[src/include/tccr_defines.vh]
// Constants for the timer capture and compare register block.
// Notes on behaviour
// - Selected capture edge copies the 16-bit counter into capture high and low.
// - Reading capture high blocks new captures until capture low is read.
// - Capture low read clears capture flag if a flagged status read preceded.
// - Writes to either capture register change no register and no flag.
// - Counter equal to compare value performs the programmed compare pin action.
// - Writing compare high suspends matching until compare low is written.
// - Compare low read or write clears match flag after a flagged status read.
// - Edge select 1 captures rising edges, 0 captures falling edges.
// - The capture flag sets on every selected edge at the capture input.
// - The match flag sets when the counter newly equals the compare value and matching is not suspended.
// - On a match the compare pin takes the compare output level.
`ifndef TCCR_DEFINES_VH
`define TCCR_DEFINES_VH

// Printed register indices; the byte address is four times the index.
`define TCCR_IDX_CAP_HIGH 8'h14
`define TCCR_IDX_CAP_LOW 8'h15
`define TCCR_IDX_CMP_HIGH 8'h16
`define TCCR_IDX_CMP_LOW 8'h17
`define TCCR_IDX_CTRL 8'h20
`define TCCR_IDX_STATUS 8'h21
`define TCCR_IDX_IRQ_STAT 8'h22
`define TCCR_IDX_IRQ_MASK 8'h23

`define TCCR_ADDR_W 12
`define TCCR_DATA_W 32
`define TCCR_BYTE_W 8

// Control register fields.
`define TCCR_CTRL_EDGE 0
`define TCCR_CTRL_LEVEL 1
`define TCCR_CTRL_RESET 2'h0

// Status register fields.
`define TCCR_ST_CAP_FLAG 7
`define TCCR_ST_CMP_FLAG 6
`define TCCR_ST_CAP_LOCK 1
`define TCCR_ST_CMP_HOLD 0

// Interrupt status and mask fields.
`define TCCR_IRQ_CAP 0
`define TCCR_IRQ_CMP 1
`define TCCR_IRQ_W 2
`define TCCR_IRQ_MASK_RESET 2'h0

`endif

[src/hdl/tccr_sync.v]
// Three-stage synchroniser with edge detection for the capture input pin.
`timescale 1ns/10ps
module tccr_sync (
  input wire pclk, // System clock.
  input wire presetn, // Asynchronous reset, active low.
  input wire pin_in, // Asynchronous pin level.
  output reg level, // Filtered level, valid once two stages agree.
  output wire rise, // One-cycle pulse on a low-to-high change.
  output wire fall // One-cycle pulse on a high-to-low change.
);

  reg stage1;
  reg stage2;
  reg stage3;
  reg level_prev;

  // Stage one feeds only stage two, so no logic sees a metastable value.
  always @(posedge pclk or negedge presetn) begin
    if (!presetn) begin
      stage1 <= 1'b0;
      stage2 <= 1'b0;
      stage3 <= 1'b0;
      level <= 1'b0;
      level_prev <= 1'b0;
    end else begin
      stage1 <= pin_in;
      stage2 <= stage1;
      stage3 <= stage2;
      if (stage2 == stage3) begin
        level <= stage3;
      end
      level_prev <= level;
    end
  end

  assign rise = level & ~level_prev;
  assign fall = ~level & level_prev;

endmodule

[src/hdl/tccr_top.v]
// Capture and compare registers of a free-running 16-bit timer, APB slave.
`timescale 1ns/10ps
`include "tccr_defines.vh"
module tccr_top #(
  parameter CNT_W = 16 // Width of the timer counter.
) (
  input wire pclk, // System clock, 125 MHz.
  input wire presetn, // Asynchronous reset, active low.
  input wire [`TCCR_ADDR_W-1:0] paddr, // APB byte address.
  input wire psel, // APB select.
  input wire penable, // APB access phase.
  input wire pwrite, // APB direction, high for write.
  input wire [`TCCR_DATA_W-1:0] pwdata, // APB write data.
  output reg [`TCCR_DATA_W-1:0] prdata, // APB read data.
  output wire pready, // APB ready, always high.
  output wire pslverr, // APB error for unmapped addresses.
  input wire [CNT_W-1:0] counter_value, // Running timer count.
  input wire capture_input_pin, // Capture input pin, asynchronous.
  output reg compare_output_pin, // Compare output pin.
  output wire irq // Level interrupt, high while unmasked event.
);

  localparam HALF = CNT_W / 2;

  // Register storage, deliberately outside reset.
  reg [HALF-1:0] capture_value_high;
  reg [HALF-1:0] capture_value_low;
  reg [HALF-1:0] compare_value_high;
  reg [HALF-1:0] compare_value_low;

  // Control and status state.
  reg capture_edge_select;
  reg compare_output_level;
  reg capture_event_flag;
  reg compare_match_flag;
  reg capture_clear_armed;
  reg compare_clear_armed;
  reg capture_locked;
  reg compare_suspended;
  reg match_prev;
  reg [`TCCR_IRQ_W-1:0] irq_status;
  reg [`TCCR_IRQ_W-1:0] irq_mask;

  wire pin_rise;
  wire pin_fall;
  wire capture_edge;
  wire capture_take;
  wire cap_high_busy;
  wire match_now;
  wire match_event;
  wire setup;
  wire access;
  wire wr_access;
  wire rd_access;
  wire addr_ok;
  wire [`TCCR_ADDR_W-3:0] idx;
  wire [CNT_W-1:0] compare_value;
  wire [`TCCR_BYTE_W-1:0] wbyte;
  wire rd_cap_high;
  wire rd_cap_low;
  wire rd_cmp_low;
  wire wr_cmp_high;
  wire wr_cmp_low;
  wire rd_status;
  wire rd_irq_stat;
  reg [`TCCR_BYTE_W-1:0] next_rdata;

  // Decode one printed index against the word address.
  function hit;
    input [`TCCR_ADDR_W-3:0] index;
    input [7:0] reg_index;
    begin
      hit = (index == {{(`TCCR_ADDR_W-10){1'b0}}, reg_index});
    end
  endfunction

  tccr_sync u_sync (
    .pclk(pclk),
    .presetn(presetn),
    .pin_in(capture_input_pin),
    .level(),
    .rise(pin_rise),
    .fall(pin_fall)
  );

  // Bus phases. The slave never inserts wait states.
  assign setup = psel & ~penable;
  assign access = psel & penable;
  assign wr_access = access & pwrite;
  assign rd_access = access & ~pwrite;
  assign idx = paddr[`TCCR_ADDR_W-1:2];
  assign wbyte = pwdata[`TCCR_BYTE_W-1:0];
  assign pready = 1'b1;

  assign addr_ok = (paddr[1:0] == 2'h0) &&
                   (hit(idx, `TCCR_IDX_CAP_HIGH) ||
                    hit(idx, `TCCR_IDX_CAP_LOW) ||
                    hit(idx, `TCCR_IDX_CMP_HIGH) ||
                    hit(idx, `TCCR_IDX_CMP_LOW) ||
                    hit(idx, `TCCR_IDX_CTRL) ||
                    hit(idx, `TCCR_IDX_STATUS) ||
                    hit(idx, `TCCR_IDX_IRQ_STAT) ||
                    hit(idx, `TCCR_IDX_IRQ_MASK));
  assign pslverr = access & ~addr_ok;

  assign rd_cap_high = rd_access & addr_ok & hit(idx, `TCCR_IDX_CAP_HIGH);
  assign rd_cap_low = rd_access & addr_ok & hit(idx, `TCCR_IDX_CAP_LOW);
  assign rd_cmp_low = rd_access & addr_ok & hit(idx, `TCCR_IDX_CMP_LOW);
  assign wr_cmp_high = wr_access & addr_ok & hit(idx, `TCCR_IDX_CMP_HIGH);
  assign wr_cmp_low = wr_access & addr_ok & hit(idx, `TCCR_IDX_CMP_LOW);
  assign rd_status = rd_access & addr_ok & hit(idx, `TCCR_IDX_STATUS);
  assign rd_irq_stat = rd_access & addr_ok & hit(idx, `TCCR_IDX_IRQ_STAT);

  // Edge polarity picks which synchronised transition triggers a capture.
  assign capture_edge = capture_edge_select ? pin_rise : pin_fall;
  // A high byte read is in flight from its setup cycle on, so an edge then is
  // dropped rather than split the pair; the flag still records the edge.
  assign cap_high_busy = psel & ~pwrite & addr_ok &
                         hit(idx, `TCCR_IDX_CAP_HIGH);
  assign capture_take = capture_edge & ~capture_locked &
                        ~cap_high_busy;

  // Only a fresh equality counts, so a stalled counter gives one event.
  assign compare_value = {compare_value_high, compare_value_low};
  assign match_now = (counter_value == compare_value) & ~compare_suspended;
  assign match_event = match_now & ~match_prev;

  // Capture snapshot; no reset so contents survive it.
  always @(posedge pclk) begin
    if (capture_take) begin
      capture_value_high <= counter_value[CNT_W-1:HALF];
      capture_value_low <= counter_value[HALF-1:0];
    end
  end

  // Compare value; capture addresses have no write path at all.
  always @(posedge pclk) begin
    if (wr_cmp_high) begin
      compare_value_high <= wbyte[HALF-1:0];
    end
    if (wr_cmp_low) begin
      compare_value_low <= wbyte[HALF-1:0];
    end
  end

  // Control, interlocks and flags.
  always @(posedge pclk or negedge presetn) begin
    if (!presetn) begin
      capture_edge_select <= 1'b0;
      compare_output_level <= 1'b0;
      capture_event_flag <= 1'b0;
      compare_match_flag <= 1'b0;
      capture_clear_armed <= 1'b0;
      compare_clear_armed <= 1'b0;
      capture_locked <= 1'b0;
      compare_suspended <= 1'b0;
      match_prev <= 1'b0;
      irq_mask <= `TCCR_IRQ_MASK_RESET;
    end else begin
      match_prev <= match_now;
      if (wr_access && addr_ok && hit(idx, `TCCR_IDX_CTRL)) begin
        capture_edge_select <= wbyte[`TCCR_CTRL_EDGE];
        compare_output_level <= wbyte[`TCCR_CTRL_LEVEL];
      end
      if (wr_access && addr_ok && hit(idx, `TCCR_IDX_IRQ_MASK)) begin
        irq_mask <= wbyte[`TCCR_IRQ_W-1:0];
      end

      // High byte read locks; low byte read releases.
      if (rd_cap_high) begin
        capture_locked <= 1'b1;
      end else if (rd_cap_low) begin
        capture_locked <= 1'b0;
      end

      if (wr_cmp_high) begin
        compare_suspended <= 1'b1;
      end else if (wr_cmp_low) begin
        compare_suspended <= 1'b0;
      end

      // A status read that sees a flag set arms its clear.
      if (rd_status && capture_event_flag) begin
        capture_clear_armed <= 1'b1;
      end else if (rd_cap_low) begin
        capture_clear_armed <= 1'b0;
      end
      if (rd_status && compare_match_flag) begin
        compare_clear_armed <= 1'b1;
      end else if (rd_cmp_low || wr_cmp_low) begin
        compare_clear_armed <= 1'b0;
      end

      // A new event in the clearing cycle wins over the clear.
      if (capture_edge) begin
        capture_event_flag <= 1'b1;
      end else if (rd_cap_low && capture_clear_armed) begin
        capture_event_flag <= 1'b0;
      end
      if (match_event) begin
        compare_match_flag <= 1'b1;
      end else if ((rd_cmp_low || wr_cmp_low) && compare_clear_armed) begin
        compare_match_flag <= 1'b0;
      end
    end
  end

  // Compare output pin follows the programmed level on each match.
  always @(posedge pclk or negedge presetn) begin
    if (!presetn) begin
      compare_output_pin <= 1'b0;
    end else if (match_event) begin
      compare_output_pin <= compare_output_level;
    end
  end

  // Sticky interrupt events; reading them clears, but a new event wins.
  always @(posedge pclk or negedge presetn) begin
    if (!presetn) begin
      irq_status <= {`TCCR_IRQ_W{1'b0}};
    end else begin
      irq_status[`TCCR_IRQ_CAP] <= capture_edge |
        (irq_status[`TCCR_IRQ_CAP] & ~rd_irq_stat);
      irq_status[`TCCR_IRQ_CMP] <= match_event |
        (irq_status[`TCCR_IRQ_CMP] & ~rd_irq_stat);
    end
  end

  assign irq = |(irq_status & irq_mask);

  // Read data is sampled in the setup cycle so it is a flop by access.
  always @* begin
    next_rdata = {`TCCR_BYTE_W{1'b0}};
    if (hit(idx, `TCCR_IDX_CAP_HIGH)) begin
      next_rdata[HALF-1:0] = capture_value_high;
    end else if (hit(idx, `TCCR_IDX_CAP_LOW)) begin
      next_rdata[HALF-1:0] = capture_value_low;
    end else if (hit(idx, `TCCR_IDX_CMP_HIGH)) begin
      next_rdata[HALF-1:0] = compare_value_high;
    end else if (hit(idx, `TCCR_IDX_CMP_LOW)) begin
      next_rdata[HALF-1:0] = compare_value_low;
    end else if (hit(idx, `TCCR_IDX_CTRL)) begin
      next_rdata[`TCCR_CTRL_EDGE] = capture_edge_select;
      next_rdata[`TCCR_CTRL_LEVEL] = compare_output_level;
    end else if (hit(idx, `TCCR_IDX_STATUS)) begin
      next_rdata[`TCCR_ST_CAP_FLAG] = capture_event_flag;
      next_rdata[`TCCR_ST_CMP_FLAG] = compare_match_flag;
      next_rdata[`TCCR_ST_CAP_LOCK] = capture_locked;
      next_rdata[`TCCR_ST_CMP_HOLD] = compare_suspended;
    end else if (hit(idx, `TCCR_IDX_IRQ_STAT)) begin
      next_rdata[`TCCR_IRQ_W-1:0] = irq_status;
    end else if (hit(idx, `TCCR_IDX_IRQ_MASK)) begin
      next_rdata[`TCCR_IRQ_W-1:0] = irq_mask;
    end
  end

  always @(posedge pclk or negedge presetn) begin
    if (!presetn) begin
      prdata <= {`TCCR_DATA_W{1'b0}};
    end else if (setup && !pwrite) begin
      prdata <= {{(`TCCR_DATA_W-`TCCR_BYTE_W){1'b0}}, next_rdata};
    end
  end

endmodule

[config.mk]
export PLATFORM = sky130hd
export DESIGN_NAME = tccr_top
export DESIGN_NICKNAME = d
export VERILOG_FILES = /design/src/hdl/tccr_sync.v /design/src/hdl/tccr_top.v
export VERILOG_INCLUDE_DIRS = /design/src /design/src/include
export SDC_FILE = /design/constraint.sdc
export NUM_CORES = 1
export LEC_CHECK = 0
export ABC_CLOCK_PERIOD_IN_PS = 2300
export BUFFER_PORTS_ARGS = -buffer_cell sky130_fd_sc_hd__buf_2
export CAP_MARGIN = 5
export CORE_MARGIN = 2
export CORE_UTILIZATION = 50
export CTS_CLUSTER_SIZE = 25
export DETAILED_ROUTE_END_ITERATION = 12
export PLACE_DENSITY = 0.8
export SLEW_MARGIN = 20
export SYNTH_ARGS = -nofsm -noshare
export SYNTH_HDL_FRONTEND = slang
export SYNTH_SLANG_ARGS = --single-unit
[constraint.sdc]
create_clock -name pclk -period 2.3 [get_ports pclk]
set_input_delay 0.345 -clock pclk [delete_from_list [all_inputs] [get_ports pclk]]
set_output_delay 0.345 -clock pclk [all_outputs]
set_load 0.005 [all_outputs]
==> results by group, run 1 <==
GRT
  • Total track usage: 0.1983
  • First-pass GRT wire length: 9252 um
  • Vias in the first global route: 1928
  • Initial antenna violation count: 0
  • GRT overflow: 0
  • Largest net degree at the start of global routing: 28

Clock tree
  • Worst skew pair latency: 340 ps
  • Clock buffer depth: 2
  • Htree depth: 3
  • Clk sink count: 59
  • CTS clk-pin slew, worst paths: 70 ps
  • Setup Buffers After CTS: 0
  • Root Driver: clkbuf_8
  • Hold buffer count at CTS: 0
  • Post-CTS Resized: 0
  • Cts bufs inserted: 9
  • TritonCTS clock tree: done

Die
  • IO Pins: 102
  • Die Footprint: 6418 um^2
  • Initial Util: 0.5228
  • Placeable Area: 5540 um^2
  • Die Y: 80.11 um
  • Rows: 27
  • Die width: 80.11 um

Logic synthesis
  • Yosys warns: 0
  • Top-area cell type share of the netlist area: 0.3317
  • Mapped cell area: 2897 um^2
  • Most frequent cell after synthesis: edfxtp_1
  • Ys flop type: edfxtp_1
  • Cells after Synth: 236
  • Synth cell count leaders: edfxtp_1 (32), dfrtp_1 (27), buf_4 (26)
  • Avg Synthesized Cell Area: 12.27 um^2
  • Post-synth EDFFs: 32
  • Seq/Total Area, Yosys: 0.5650
  • Ys async rst share: 0.4576
  • Yosys reg bits: 59
  • Post-synth cell types: 42
  • Cell taking the most area after synthesis: edfxtp_1
  • Top post-synthesis cells by area: edfxtp_1 (33%), dfrtp_1 (23%), buf_4 (6.7%)

Timing
  • Pins Over Slew Limit: 0
  • Slew @ Worst Pin: 609.8 ps
  • Final hold vios: 0
  • Worst Skew: 10.86 ps
  • Setup TNS Final: 0 ps
  • RSZ-0062 raised after global routing: no
  • # setup viols final: 0
  • Slew Limit Headroom: 0.5935
  • Fin crit period: 2070 ps
  • Fmax: 483.0 MHz
  • Final worst-path cycle share: 0.9001
  • Final worst setup slack: 229.8 ps

Worst setup path
  • Worst path required time: 2510 ps
  • Critical path fanouts, max: 3
  • Setup crit end kind: flip-flop
  • Startpoint Class: flip-flop
  • Worst setup path category: reg -> reg
  • Arr. time, crit path: 2280 ps

Routing
  • DRT Wirelength: 5873 um
  • Vias per inst: 5.324
  • Wire per inst: 15.75 um
  • DRC violations left: 0
  • Total vias in the final route: 1986
  • Remaining antenna violation count: 0
  • First DRT Iteration DRCs: 194
  • DR pass1 iterations: 4

Min path
  • Min-Delay Path Class: in -> async

Placement
  • Pre-CTS setup slack: 167.2 ps
  • Dpl hpwl: 4401 um
  • Port Buffers: 52
  • GPL Wtd Cong: 0.9291

Layout
  • Diode count: 0
  • Fin nets: 362
  • Share of cells above drive strength 1: 0.2990
  • P&R area growth vs syn: 15.51%

Run status
  • Outcome: finished, final reports clean

Job
  • Max cap viols: 0

Power
  • Leak: 1.438 nW
  • Pwr dens: 654.6 nW/um^2
  • Maximum VDD drop: 429.3 uV
-- kinds of logic (layout without fill, tap and decap cells) --
logic type | count (synthesis) | in the layout | synth area share
AOI/OAI and AO/OA | 30 | 30 | 0.07214
xor gates and xnor gates | 16 | 16 | 0.04838
adders and majority gates | 1 | 1 | 0.003456
buffers and inverters | 34 | 76 | 0.07991
DFF | 59 | 59 | 0.5650
muxes | 15 | 15 | 0.08034
other | 2 | 25 | 0.002593
and+or+nand+nor | 79 | 79 | 0.1482
-- metrics by stage --
| stage | utilization | total power, mW | hold WS, ps | std cells | area [um^2] |
|---|---|---|---|---|---|
| floorplan | - | 1.275 | 49.41 | 259 | 2983 |
| global placement | 0.5716 | 1.323 | 332.6 | 357 | 3167 |
| detailed placement | 0.5716 | 1.327 | 335.6 | 357 | 3167 |
| CTS | 0.6039 | 2.210 | 28.69 | 373 | 3346 |
| global route | 0.6039 | 2.279 | 63.77 | 373 | 3346 |
| finish | 0.6039 | 2.190 | 12.12 | 373 | 3346 |
-- flip-flops by register name (all words and copies together), names as in the netlist --
name                  flops
compare_output_level      1
compare_suspended         1
u_sync.level_prev         1
u_sync.stage1             1
compare_value_low         8
match_prev                1
compare_match_flag        1
prdata                    8
irq_status                2
u_sync.stage3             1
capture_value_high        8
u_sync.level              1
compare_output_pin        1
irq_mask                  2
capture_edge_select       1
capture_locked            1
capture_clear_armed       1
compare_clear_armed       1
u_sync.stage2             1
capture_event_flag        1
capture_value_low         8
compare_value_high        8
-- critical path: stages, from the launching register on --
cell	delay (ps)
edfxtp_1	440
xor2_1	200
nor4_1	440
nand3_1	160
nor2_1	330
mux2_2	390
-- final cells by class --
| type | instances | area, um^2 |
|---|---|---|
| clock inverter | 4 | 43.79 |
| sequential | 59 | 1637 |
| inverter | 2 | 7.507 |
| fill | 459 | 2195 |
| tap | 72 | 90.09 |
| multi-input combinational | 166 | 1115 |
| timing repair buffer | 58 | 317.8 |
| clock buffer | 12 | 135.1 |
-- routing by layer --
layer,wire length (um),up-vias,GRT usage
met1,2458,941,0.2626
met3,532,13,0.04607
met2,2735,103,0.3108
li1,-,929,-
met5,0,-,0
met4,146,0,0.09153
-- where the power goes --
| part | total (mW) | internal [mW] | switching [mW] |
|---|---|---|---|
| Combinational | 0.168 | 0.0701 | 0.0976 |
| Clock | 0.883 | 0.494 | 0.390 |
| Sequential | 1.14 | 1.13 | 0.00755 |
-- placed cells by master, fill, tap and decap left out, types with 3 or more instances in the layout --
cell type  instances
nor2_1            17
a21oi_1            8
conb_1            25
clkbuf_8           9
xor2_1            12
nand2_1           18
dfrtp_1           27
edfxtp_1          32
a22o_1             5
nor3_1             4
mux4_2             6
nand3_1           10
clkbuf_1           3
mux2_2             6
mux2i_1            3
nor4_1             4
o21ai_0            5
nand2b_1           6
xnor2_1            4
a21o_1             5
buf_4              5
buf_2             52
-- final timing paths --
check / slack (ps) / end / from / cells after the start
worst max-delay path: 230 / compare_output_pin$_DFFE_PN0P_ / compare_value_low[7]$_DFFE_PP_ / 5
worst min-delay path: 10 / compare_match_flag$_DFFE_PN0P_ / presetn / 1
worst max register to register: 230 / compare_output_pin$_DFFE_PN0P_ / compare_value_low[7]$_DFFE_PP_ / 5
worst min register to register: 350 / u_sync.stage2$_DFF_PN0_ / u_sync.stage1$_DFF_PN0_ / 0
max in group asynchronous: 1880 / u_sync.stage3$_DFF_PN0_ / presetn / 1
min in group pclk: 120 / u_sync.stage1$_DFF_PN0_ / capture_input_pin / 1
(Power assumes the default switching activity.)
==> run 2, diff against run 1 <==
--- a/config.mk
+++ b/config.mk
@@ -6,6 +6,7 @@
 export SDC_FILE = /design/constraint.sdc
 export NUM_CORES = 1
 export LEC_CHECK = 0
+export ABC_AREA = 1
 export ABC_CLOCK_PERIOD_IN_PS = 2300
 export BUFFER_PORTS_ARGS = -buffer_cell sky130_fd_sc_hd__buf_2
 export CAP_MARGIN = 5
@@ -13,7 +14,7 @@
 export CORE_UTILIZATION = 50
 export CTS_CLUSTER_SIZE = 25
 export DETAILED_ROUTE_END_ITERATION = 12
-export PLACE_DENSITY = 0.8
+export PLACE_DENSITY = 0.79
 export SLEW_MARGIN = 20
 export SYNTH_ARGS = -nofsm -noshare
 export SYNTH_HDL_FRONTEND = slang
==> results by group, run 2 <==
Run status
  • Outcome: finished, final reports clean

Clock tree
  • Setup Buffers After CTS: 0 (unchanged)
  • Hold buffer count at CTS: 0 (unchanged)
  • Clk sink count: 59 (unchanged)
  • TritonCTS clock tree: done
  • CTS clk-pin slew, worst paths: 70 ps (about the same)
  • Cts bufs inserted: 9 (unchanged)
  • Htree depth: 3 (unchanged)
  • Worst skew pair latency: 340 ps (about the same)
  • Post-CTS Resized: 0 (unchanged)
  • Clock buffer depth: 2 (unchanged)
  • Root Driver: clkbuf_8

Routing
  • Remaining antenna violation count: 0 (unchanged)
  • Wire per inst: 13.36 um (-15%)
  • First DRT Iteration DRCs: 162 (-16%)
  • Routed wl met3: 425 um (-20%)
  • DRT Wirelength: 6319 um (+7.6%)
  • Metal-1 WL: 2704 um (+10%)
  • DR WL met2: 3008 um (+10%)
  • DRC violations left: 0 (unchanged)
  • Total vias in the final route: 2322 (+17%)
  • Vias per inst: 4.909 (-7.8%)
  • DR pass1 iterations: 5 (+1)
  • Top sig layer: met4

Worst setup path
  • Startpoint Class: flip-flop
  • Setup slack, reg-to-reg: 590 ps (+360 ps)
  • Critical path fanouts, max: 16 (+13)
  • Worst setup path category: reg -> reg
  • FF-to-FF path depth: 5 (unchanged)
  • FF-to-FF End: capture_value_low[2]$_DFFE_PP_
  • Arr. time, crit path: 1680 ps (-600 ps)
  • Worst path required time: 2270 ps (-240 ps)
  • Setup crit end kind: flip-flop
  • R2r startpoint: capture_edge_select$_DFFE_PN0P_
  • Worst Setup EP: capture_value_low[2]$_DFFE_PP_
  • Worst Setup SP: capture_edge_select$_DFFE_PN0P_

Die
  • Placeable Area: 5886 um^2 (+6.2%)
  • Rows: 28 (+3.7%)
  • Initial Util: 0.5119 (-0.01090)
  • IO Pins: 102 (unchanged)
  • Die Footprint: 6663 um^2 (+3.8%)
  • Die Y: 81.63 um (+1.9%)
  • Die width: 81.63 um (+1.9%)

Timing
  • RSZ-0062 raised after global routing: no
  • # setup viols final: 0 (unchanged)
  • Final hold vios: 0 (unchanged)
  • Fmax: 583.3 MHz (+21%)
  • Slew @ Worst Pin: 694.8 ps (+84.96 ps)
  • Worst Skew: 5.811 ps (-5.044 ps)
  • Hold Worst Slack: 10.95 ps (-1.176 ps)
  • Fin crit period: 1714 ps (-355.9 ps)
  • Final worst setup slack: 585.7 ps (+355.9 ps)
  • Pins Over Slew Limit: 0 (unchanged)
  • Slew Limit Headroom: 0.5353 (-0.05814)
  • Setup TNS Final: 0 ps (unchanged)
  • Final worst-path cycle share: 0.7454 (-0.1547)

Logic synthesis
  • Avg Synthesized Cell Area: 9.158 um^2 (-25%)
  • Synth cell count leaders: nand2_1 (70), inv_1 (38), edfxtp_1 (32)
  • Mapped cell area: 3013 um^2 (+4.0%)
  • Cell taking the most area after synthesis: edfxtp_1
  • Top-area cell type share of the netlist area: 0.3189 (-0.01281)
  • Top post-synthesis cells by area: edfxtp_1 (32%), dfrtp_1 (22%), nand2_1 (8.7%)
  • Yosys warns: 0 (unchanged)
  • Post-synth cell types: 31 (-26%)
  • Seq/Total Area, Yosys: 0.5432 (-0.02182)
  • Post-synth EDFFs: 32 (unchanged)
  • Yosys reg bits: 59 (unchanged)
  • Ys flop type: edfxtp_1
  • Ys async rst share: 0.4576 (unchanged)
  • Most frequent cell after synthesis: nand2_1
  • Cells after Synth: 329 (+39%)

Power
  • Pwr dens: 614.3 nW/um^2 (-6.2%)
  • Pwr Total: 2.140 mW (-2.3%)
  • Leak: 1.628 nW (+13%)
  • Maximum VDD drop: 434.3 uV (+1.1%)

Layout
  • Commonest non-fill, non-tap cells in the layout: nand2_1 (70), buf_2 (52), inv_1 (38)
  • Area of the multi-input gates: 1115 um^2 (unchanged)
  • Fin nets: 459 (+27%)
  • Register Area: 1637 um^2 (unchanged)
  • Diode count: 0 (unchanged)
  • Number of fillers in the final layout: 518 (+13%)
  • P&R area growth vs syn: 15.61% (about the same)
  • Share of cells above drive strength 1: 0.2387 (-0.06031)
  • Most common cell after layout, fill and taps aside: nand2_1
  • Cell Count, Final, Fillers Out: 473 (+27%)

GRT
  • GRT overflow: 0 (unchanged)
  • Largest net degree at the start of global routing: 28 (unchanged)
  • First-pass GRT wire length: 9804 um (+6.0%)
  • Initial antenna violation count: 0 (unchanged)
  • Total track usage: 0.2036 (+0.005291)
  • Vias in the first global route: 2121 (+10%)

Placement
  • Placed Cells: 457 (+28%)
  • GPL Wtd Cong: 0.9026 (-2.9%)
  • Port Buffers: 52 (unchanged)
  • Pre-CTS setup slack: 179.7 ps (+12.51 ps)
  • Dpl hpwl: 4983 um (+13%)

Min path
  • Min-Delay Path Class: in -> async

Job
  • Max cap viols: 0 (unchanged)
[run 2: critical path, stage by stage (launching register included)]
cell,delay [ps]
dfrtp_1,380
inv_1,110
nand3_1,80
nand2_1,70
inv_1,100
nor3_4,600
[run 2: cells by family (layout without fill, tap and decap cells)]
family                   after synthesis  in the layout  synth area share
buffers and inverters                 70            116            0.1192
flip-flops                            59             59            0.5432
XOR/XNOR                               7              7           0.02035
AO/OA/AOI/OAI                         39             39           0.07184
AND/OR/NAND/NOR                      151            151            0.2396
adder cells (fa/ha/maj)                1              1          0.003322
other                                  2             25          0.002493
[run 2: layout make-up]
cell class	instances	area share
Inverter	43	0.04634
Clock inverter	6	0.01185
Sequential cell	59	0.4698
Tap cell	75	0.02694
Timing Repair Buffer	57	0.08549
Clock buffer	10	0.03951
Multi-Input combinational cell	223	0.3200
[run 2: metal layers]
layer	vias up	GRT usage
met5	-	0
met4	0	0.1317
met3	19	0.04725
met2	99	0.3262
met1	1038	0.2471
li1	1166	-
[run 2: report_power, final]
group          internal, mW  total (mW)  switching [mW]
clock network         0.417       0.831           0.414
logic                0.0498       0.153           0.103
registers              1.15        1.16         0.00789
total                  1.62        2.14           0.525
[run 2: worst min path at each step]
stage | startpoint | slack, ps | depth (start not counted) | end
6_report | presetn | 10 | 1 | u_sync.stage1$_DFF_PN0_
5_1_grt | presetn | 60 | 1 | irq_status[1]$_DFF_PN0_
4_1_cts | presetn | 20 | 1 | u_sync.stage1$_DFF_PN0_
3_5_place_dp | u_sync.stage1$_DFF_PN0_ | 340 | 0 | u_sync.stage2$_DFF_PN0_
3_3_place_gp | u_sync.stage1$_DFF_PN0_ | 340 | 0 | u_sync.stage2$_DFF_PN0_
2_1_floorplan | presetn | 50 | 0 | capture_clear_armed$_DFFE_PN0P_
[run 2: metrics by stage]
step	utilization	instance area, um^2
after floorplan	-	3104
after global placement	0.5604	3298
after detailed placement	0.5604	3298
after CTS	0.5908	3477
after global routing	0.5918	3483
final	0.5918	3483
